`src/rtl/tvb_pkg.sv`:
```
package tvb_pkg;
    localparam int DATA_W = 32;
    localparam int HOST_AW = 4;

    // Host register offsets
    localparam logic [3:0] OFF_CMD    = 4'h0;
    localparam logic [3:0] OFF_DATA   = 4'h4;
    localparam logic [3:0] OFF_STATUS = 4'h8;
    localparam logic [3:0] OFF_RDATA  = 4'hc;

    // Command register fields
    localparam int CMD_GO_BIT    = 0;
    localparam int CMD_KIND_LSB  = 1;
    localparam int CMD_DRIVE_BIT = 3;
    localparam int CMD_ENTER_BIT = 4;

    // Status register fields
    localparam int ST_BUSY_BIT   = 0;
    localparam int ST_TEST_BIT   = 1;
    localparam int ST_KIND_LSB   = 2;
    localparam int ST_RVALID_BIT = 4;
    localparam int ST_TURN_LSB   = 5;

    // Link timing
    localparam int CLK_PERIOD_NS  = 8;
    localparam int EXTERNAL_TEST_CLOCK_PERIOD_NS = 64;
    localparam int HALF_CYCLES    = EXTERNAL_TEST_CLOCK_PERIOD_NS / (2 * CLK_PERIOD_NS);
    localparam int ENTRY_MIN_SLOTS = 16;
    localparam int TURN_SLOTS     = 2;

    localparam logic [DATA_W-1:0] RESET_WORD = 32'h0000_0000;

    // Request line pair {a, b} announcing the next vector
    typedef enum logic [1:0] {
        VK_EXIT  = 2'b00,
        VK_READ  = 2'b01,
        VK_WRITE = 2'b10,
        VK_ADDR  = 2'b11
    } tvb_kind_e;

    typedef enum logic [2:0] {
        ST_IDLE,
        ST_ENTER,
        ST_READY,
        ST_SLOT,
        ST_EXIT
    } tvb_state_e;

    typedef struct packed {
        logic              reqA;
        logic              reqB;
        logic              external_test_clock;
        logic [DATA_W-1:0] busOut;
        logic              busOe;
    } tvb_pins_s;

    typedef struct packed {
        tvb_state_e        state;
        tvb_pins_s         pins;
        logic [7:0]        phase;
        tvb_kind_e         curKind;
        logic [DATA_W-1:0] dataReg;
        logic [DATA_W-1:0] rdData;
        logic              rdValid;
        logic [1:0]        turnLeft;
        logic [15:0]       entryCnt;
        logic              announce;
        logic              testMode;
        logic [DATA_W-1:0] rdOut;
        logic              ackS1;
        logic              ackS2;
        logic [DATA_W-1:0] busS1;
        logic [DATA_W-1:0] busS2;
    } tvb_regs_s;
endpackage

```
`src/rtl/tvb_test_vector_tester.sv`:
```
// The placing of the registers and the plain strobed port were chosen for this implementation.
module tvb_test_vector_tester
    import tvb_pkg::*;
#(
    parameter int HALF      = HALF_CYCLES,
    parameter int ENTRY_MIN = ENTRY_MIN_SLOTS
) (
    // Clock and reset
    input  wire logic               ref_clk,
    input  wire logic               srst,
    // Host register port
    input  wire logic [HOST_AW-1:0] hostAddr,
    input  wire logic [DATA_W-1:0]  hostWdata,
    input  wire logic               hostWr,
    input  wire logic               hostRd,
    output logic      [DATA_W-1:0]  hostRdata,
    // Device test pins
    output logic                    testRequestA,
    output logic                    testRequestB,
    input  wire logic               testAcknowledge,
    output logic                    externalTestClock,
    input  wire logic [DATA_W-1:0]  testPortBusIn,
    output logic      [DATA_W-1:0]  testPortBusOut,
    output logic                    testPortBusOe
);
    tvb_regs_s r;
    tvb_regs_s next_r;

    logic      running;
    logic      slotEnd;
    logic      forceTurn;
    tvb_kind_e announced;
    tvb_kind_e cmdKind;

    assign running   = (r.state == ST_ENTER) || (r.state == ST_SLOT) || (r.state == ST_EXIT);
    assign slotEnd   = running && r.pins.external_test_clock && (r.phase == 8'(HALF - 1));
    assign announced = tvb_kind_e'({r.pins.reqA, r.pins.reqB});
    assign cmdKind   = tvb_kind_e'(hostWdata[CMD_KIND_LSB +: 2]);
    // Turnaround slots must be announced with both lines high
    assign forceTurn = ((r.curKind == VK_READ) && (cmdKind != VK_READ))
                       || (r.turnLeft == 2'(TURN_SLOTS));

    always_comb begin
        next_r = r;
        // Two-flop synchronisers on pins from the device
        next_r.ackS1 = testAcknowledge;
        next_r.ackS2 = r.ackS1;
        next_r.busS1 = testPortBusIn;
        next_r.busS2 = r.busS1;

        // Free-running divider only while a slot is in flight; clock parks low
        if (running) begin
            if (r.phase == 8'(HALF - 1)) begin
                next_r.phase     = 8'h00;
                next_r.pins.external_test_clock = ~r.pins.external_test_clock;
            end else begin
                next_r.phase = r.phase + 8'h01;
            end
        end

        next_r.rdOut = '0;
        if (hostRd) begin
            case (hostAddr)
                OFF_DATA:   next_r.rdOut = r.dataReg;
                OFF_STATUS: begin
                    next_r.rdOut[ST_BUSY_BIT]      = (r.state != ST_IDLE) && (r.state != ST_READY);
                    next_r.rdOut[ST_TEST_BIT]      = r.testMode;
                    next_r.rdOut[ST_KIND_LSB +: 2] = r.curKind;
                    next_r.rdOut[ST_RVALID_BIT]    = r.rdValid;
                    next_r.rdOut[ST_TURN_LSB +: 2] = r.turnLeft;
                end
                OFF_RDATA: begin
                    next_r.rdOut   = r.rdData;
                    next_r.rdValid = 1'b0;
                end
                default:    next_r.rdOut = '0;
            endcase
        end
        if (hostWr && (hostAddr == OFF_DATA)) begin
            next_r.dataReg = hostWdata;
        end

        case (r.state)
            ST_IDLE: begin
                if (hostWr && (hostAddr == OFF_CMD) && hostWdata[CMD_GO_BIT]
                    && hostWdata[CMD_ENTER_BIT]) begin
                    next_r.state     = ST_ENTER;
                    next_r.pins.reqA = 1'b1;
                    next_r.pins.reqB = 1'b0;
                    next_r.entryCnt  = 16'h0000;
                    next_r.announce  = 1'b0;
                    next_r.phase     = 8'h00;
                end
            end
            ST_ENTER: begin
                if (slotEnd) begin
                    if (r.announce) begin
                        // The address vector has been announced; host supplies it
                        next_r.state    = ST_READY;
                        next_r.curKind  = VK_ADDR;
                        next_r.testMode = 1'b1;
                    end else begin
                        if (r.entryCnt != 16'hffff) begin
                            next_r.entryCnt = r.entryCnt + 16'h0001;
                        end
                        // Request a is held for a minimum span, not just until acknowledge
                        if (r.ackS2 && (r.entryCnt >= 16'(ENTRY_MIN - 1))) begin
                            next_r.announce  = 1'b1;
                            next_r.pins.reqB = 1'b1;
                        end
                    end
                end
            end
            ST_READY: begin
                if (hostWr && (hostAddr == OFF_CMD) && hostWdata[CMD_GO_BIT]) begin
                    next_r.state       = ST_SLOT;
                    next_r.phase       = 8'h00;
                    next_r.pins.busOut = r.dataReg;
                    // Never drive while the device may be driving
                    next_r.pins.busOe  = hostWdata[CMD_DRIVE_BIT] && (r.curKind != VK_READ)
                                         && (r.turnLeft == 2'b00);
                    if (forceTurn) begin
                        {next_r.pins.reqA, next_r.pins.reqB} = VK_ADDR;
                    end else begin
                        {next_r.pins.reqA, next_r.pins.reqB} = cmdKind;
                    end
                end
            end
            ST_SLOT: begin
                // Acknowledge low: lines and data stand, slot repeats
                if (slotEnd && r.ackS2) begin
                    next_r.curKind = announced;
                    if (!r.pins.busOe) begin
                        next_r.rdData  = r.busS2;
                        next_r.rdValid = 1'b1;
                    end
                    if ((r.curKind == VK_READ) && (announced != VK_READ)) begin
                        next_r.turnLeft = 2'(TURN_SLOTS);
                    end else if (r.turnLeft != 2'b00) begin
                        next_r.turnLeft = r.turnLeft - 2'b01;
                    end
                    // Release the port as soon as a read is announced, not at the next slot
                    if (announced == VK_READ) begin
                        next_r.pins.busOe = 1'b0;
                    end
                    if (announced == VK_EXIT) begin
                        next_r.state      = ST_EXIT;
                        next_r.pins.busOe = 1'b0;
                    end else begin
                        next_r.state = ST_READY;
                    end
                end
            end
            ST_EXIT: begin
                if (slotEnd && !r.ackS2) begin
                    next_r.state    = ST_IDLE;
                    next_r.testMode = 1'b0;
                    next_r.curKind  = VK_EXIT;
                    next_r.turnLeft = 2'b00;
                end
            end
            default: next_r.state = ST_IDLE;
        endcase
    end

    always_ff @(posedge ref_clk) begin
        if (srst) begin
            next_r_reset : r <= '{state: ST_IDLE, pins: '0, phase: 8'h00, curKind: VK_EXIT,
                dataReg: RESET_WORD, rdData: RESET_WORD, rdValid: 1'b0, turnLeft: 2'b00,
                entryCnt: 16'h0000, announce: 1'b0, testMode: 1'b0, rdOut: RESET_WORD,
                ackS1: 1'b0, ackS2: 1'b0, busS1: RESET_WORD, busS2: RESET_WORD};
        end else begin
            r <= next_r;
        end
    end

    assign hostRdata         = r.rdOut;
    assign testRequestA      = r.pins.reqA;
    assign testRequestB      = r.pins.reqB;
    assign externalTestClock = r.pins.external_test_clock;
    assign testPortBusOut    = r.pins.busOut;
    assign testPortBusOe     = r.pins.busOe;
endmodule

```
`config.mk`:
```
export PLATFORM = sky130hd
export DESIGN_NAME = tvb_test_vector_tester
export DESIGN_NICKNAME = d
export VERILOG_FILES = /design/src/rtl/tvb_pkg.sv /design/src/rtl/tvb_test_vector_tester.sv
export SDC_FILE = /design/constraint.sdc
export NUM_CORES = 1
export LEC_CHECK = 0
export ABC_AREA = 1
export BUFFER_PORTS_ARGS = -buffer_cell sky130_fd_sc_hd__buf_4
export CAP_MARGIN = 20
export CORE_ASPECT_RATIO = 1.25
export CORE_MARGIN = 2
export CORE_UTILIZATION = 59
export CTS_BUF_LIST = sky130_fd_sc_hd__clkbuf_4 sky130_fd_sc_hd__clkbuf_8 sky130_fd_sc_hd__clkbuf_16
export DETAILED_ROUTE_END_ITERATION = 10
export MAX_ROUTING_LAYER = met4
export PLACE_DENSITY = 0.88
export SLEW_MARGIN = 20
export SYNTH_ARGS = -nofsm -noshare
export SYNTH_HDL_FRONTEND = slang
export SYNTH_SLANG_ARGS = --single-unit
```
`constraint.sdc`:
```
create_clock -name ref_clk -period 4.4 [get_ports ref_clk]
set_clock_uncertainty 0.05 [all_clocks]
set_input_delay 0.22 -clock ref_clk [delete_from_list [all_inputs] [get_ports ref_clk]]
set_output_delay 0.22 -clock ref_clk [all_outputs]
set_load 0.01 [all_outputs]
```
==> results_dict.tcl <==
set metrics [dict create \
    status "completed" \
    area_delta_synth_final_pct 22.2 \
    final-seq-area_sq_um 4640 \
    crit_fanout 32 \
    syn_area_per_cell_sq_um 7.76 \
    period_share_pct 62.4 \
    clockRootBuffer "clkbuf_16" \
    relSlewSlack_pct 27.0 \
    port_buffers 140 \
    seqPwrFrac_pct 43.2 \
    crit_path_start_kind "flop" \
    fill_cells 1087 \
    cts_tree "built" \
    clockBufferDepth 3 \
    cp-end-kind "flop" \
    cts_setup_buffers 0 \
    ys_seq_area_share_pct 50.0 \
    worstPathRequired_ps 4750 \
    worstSetupPathType "reg -> reg" \
    route.vias.total 7963 \
    cap_violations 0 \
    yosysUniqueCellTypes 39 \
    leakagePower_uw 0.00483 \
    ctsHtreeMaxLevel 1 \
    synth_fp_nets 1274 \
    synth-seq-cells 232 \
    ant_nets 0 \
    synth_top_area_cell "dfxtp_1" \
    yosys_warnings 0 \
    grt_pass1_vias 7606 \
    crit_start "r[185]$_SDFF_PP0_" \
    start_util_pct 59.9 \
    synth_area_sq_um 9290 \
    synth_edf_count 0 \
    die_y_microns 144 \
    synth_area_leaders "dfxtp_1 50%, inv_1 8.3%, nor2_1 6.7%, a21oi_1 6.4%, o21ai_0 5.5%" \
    worstReg2RegStart "r[185]$_SDFF_PP0_" \
    ir_drop_mv 0.323 \
    grt_pass1_wl_microns 37400 \
    die_area_sq_um 16800 \
    wirelength_microns 23500 \
    synth_cells 1197 \
    globalRouteTotalUtil_pct 28.9 \
    mostFrequentLayoutCell "dfxtp_1" \
    power.density_cell_area_nw_per_um2 459 \
    rsz0062_at_grt "false" \
    reg2reg_slack_ps 1650 \
    p_sw_uw 1500 \
    hp-class "in -> reg" \
    gp_congestion 0.941 \
    drt_pass1_iterations 6 \
    layout.cell_area.non_filler_sq_um 11400 \
    finish.utilization_pct 73.2 \
    p_int_uw 3720 \
    cts_inserted_buffers 22 \
    period_needed_ps 2750 \
    gr-total-overflow 0 \
    setup_viol 0 \
    floorplan.rows 51 \
    place_area_sq_um 9930 \
    core_area_sq_um 15500 \
    antenna_found_initial 0 \
    place_inst 1438 \
    path_clk_slew_ps 70 \
    hold_viol 0 \
    drt-wirelength-per-cell_microns 15.3 \
    worst_r2r_path_depth 8 \
    p_clk_share_pct 39.0 \
    clock-sinks 232 \
    synthFlopType "dfxtp_1" \
    crit_end "r[132]$_SDFFE_PP0P_" \
    dp_hpwl_microns 13900 \
    drive_gt1_share_pct 17.3 \
    report.final.slew_viol_count 0 \
    p_sw_share_pct 28.7 \
    layout.nets 1390 \
    async_flop_share_pct 0 \
    viasPerCell 5.17 \
    die_w_microns 116 \
    fin_tns_setup_ps 0 \
    multi_input_area_sq_um 3130 \
    synth_top_area_share_pct 50.0 \
    final_cell_mix "232 x dfxtp_1, 204 x inv_1, 166 x nor2_1, 146 x buf_4, 118 x a21oi_1" \
    worst_pin_slew_ps 1090 \
    comb_power_share_pct 17.8 \
    dp_slack_ps 1730 \
    clock_latency_ps 520 \
    ios 141 \
    max_freq_ghz 0.364 \
    drc_errors 0 \
    antennaDiodeCount 0 \
    reg2reg_to "r[132]$_SDFFE_PP0P_" \
    grt_max_degree 87 \
    drtIter0Drc 683 \
    cp.arrival_ps 3090 \
    fin_ws_ps 1650 \
    stdcell_count 1540 \
]
## synthesized netlist by cell type, types with 2 or more instances
| cell type | n |
|---|---|
| xor2_1 | 3 |
| buf_2 | 12 |
| xnor2_1 | 2 |
| dfxtp_1 | 232 |
| nand2_1 | 96 |
| a211oi_1 | 2 |
| and3_1 | 3 |
| o221ai_1 | 4 |
| nand2_2 | 13 |
| nor4_1 | 6 |
| nor2_4 | 2 |
| ha_1 | 4 |
| buf_6 | 2 |
| o21ai_1 | 6 |
| o21ai_0 | 102 |
| clkbuf_1 | 35 |
| a21oi_1 | 118 |
| nand2_4 | 3 |
| nor3b_1 | 2 |
| o22ai_1 | 28 |
| inv_2 | 5 |
| inv_1 | 205 |
| buf_4 | 65 |
| a21oi_2 | 10 |
| nand4_1 | 12 |
| nand3_1 | 31 |
| nor3_1 | 12 |
| nor2_1 | 166 |
| buf_1 | 2 |
| nor2_2 | 5 |
## stage by stage
stage	hold slack (ps)	power, uW
6_report	31.8	5220
5_1_grt	50.8	5440
3_5_place_dp	346	3160
2_1_floorplan	277	2990
3_3_place_gp	345	3140
4_1_cts	12.8	5200
## worst max-delay path, stage by stage, from the launching register on
cell and delay (ps):
dfxtp_1 400, ha_1 220, nand2_1 100, nor2_4 190, nand4_2 160, inv_2 110
nand3_1 740, o21ai_0 540, a21oi_1 100
## worst min path at each step
stage	startpoint	endpoint	slack, ps	depth (start not counted)
CTS	hostWdata[7]	r[158]$_SDFFE_PP0P_	10	3
floorplan	testPortBusIn[0]	next_r[0]$_SDFF_PP0_	280	2
finish	hostWdata[1]	r[152]$_SDFFE_PP0P_	30	3
global placement	next_r[0]$_SDFF_PP0_	r[0]$_SDFF_PP0_	340	2
global route	hostWdata[1]	r[152]$_SDFFE_PP0P_	50	3
detailed placement	next_r[12]$_SDFF_PP0_	r[12]$_SDFF_PP0_	350	2
## what timing repair did
| action | 4_1_cts | 5_1_grt |
|---|---|---|
| gates resized for setup | 0 | 0 |
| hold buffers | 63 | 0 |
| hold endpoints to repair | 63 | 0 |
## layer usage
layer | up-vias | part of all wire [%] | GRT usage, %
met5 | - | 0 | -
met4 | 0 | 4.1 | 12.5
met3 | 79 | 6.5 | 3.98
met2 | 342 | 50 | 49.1
met1 | 3599 | 40 | 34.0
li1 | 3943 | - | -
## kinds of logic (layout without fill, tap and decap cells)
| group | count (synthesis) | count (layout) | share of synthesized area, % |
|---|---|---|---|
| xor+xnor | 5 | 5 | 0.472 |
| buf+inv | 328 | 459 | 16.4 |
| compound gates | 271 | 271 | 15.6 |
| simple gates | 357 | 357 | 17.0 |
| fa+ha+maj | 4 | 4 | 0.539 |
| flops | 232 | 232 | 50.0 |
## power by group through the flow
| stage | Sequential (uW) | Clock (uW) | Combinational (uW) |
|---|---|---|---|
| after global routing | 2260 | 2130 | 1050 |
| after detailed placement | 2300 | 0 | 857 |
| after CTS | 2250 | 2040 | 910 |
| after floorplan | 2280 | 0 | 713 |
| final | 2260 | 2030 | 929 |
| after global placement | 2290 | 0 | 845 |
## cell type report
class	instances	area share (%)
sequential	232	40.9
multi-input combinational	637	27.6
timing repair buffer	209	15.2
inverter	211	6.98
clock buffer	30	5.76
tap	212	2.34
clock inverter	9	1.21
## sequential cells by signal, indices dropped and copies added, names as in the netlist
| register | count |
|---|---|
| testRequestA | 1 |
| testPortBusOe | 1 |
| hostRdata | 32 |
| testPortBusOut | 32 |
| externalTestClock | 1 |
| testRequestB | 1 |
| r | 131 |
| next_r | 33 |
Note: power is estimated with default switching activity, not from simulation.
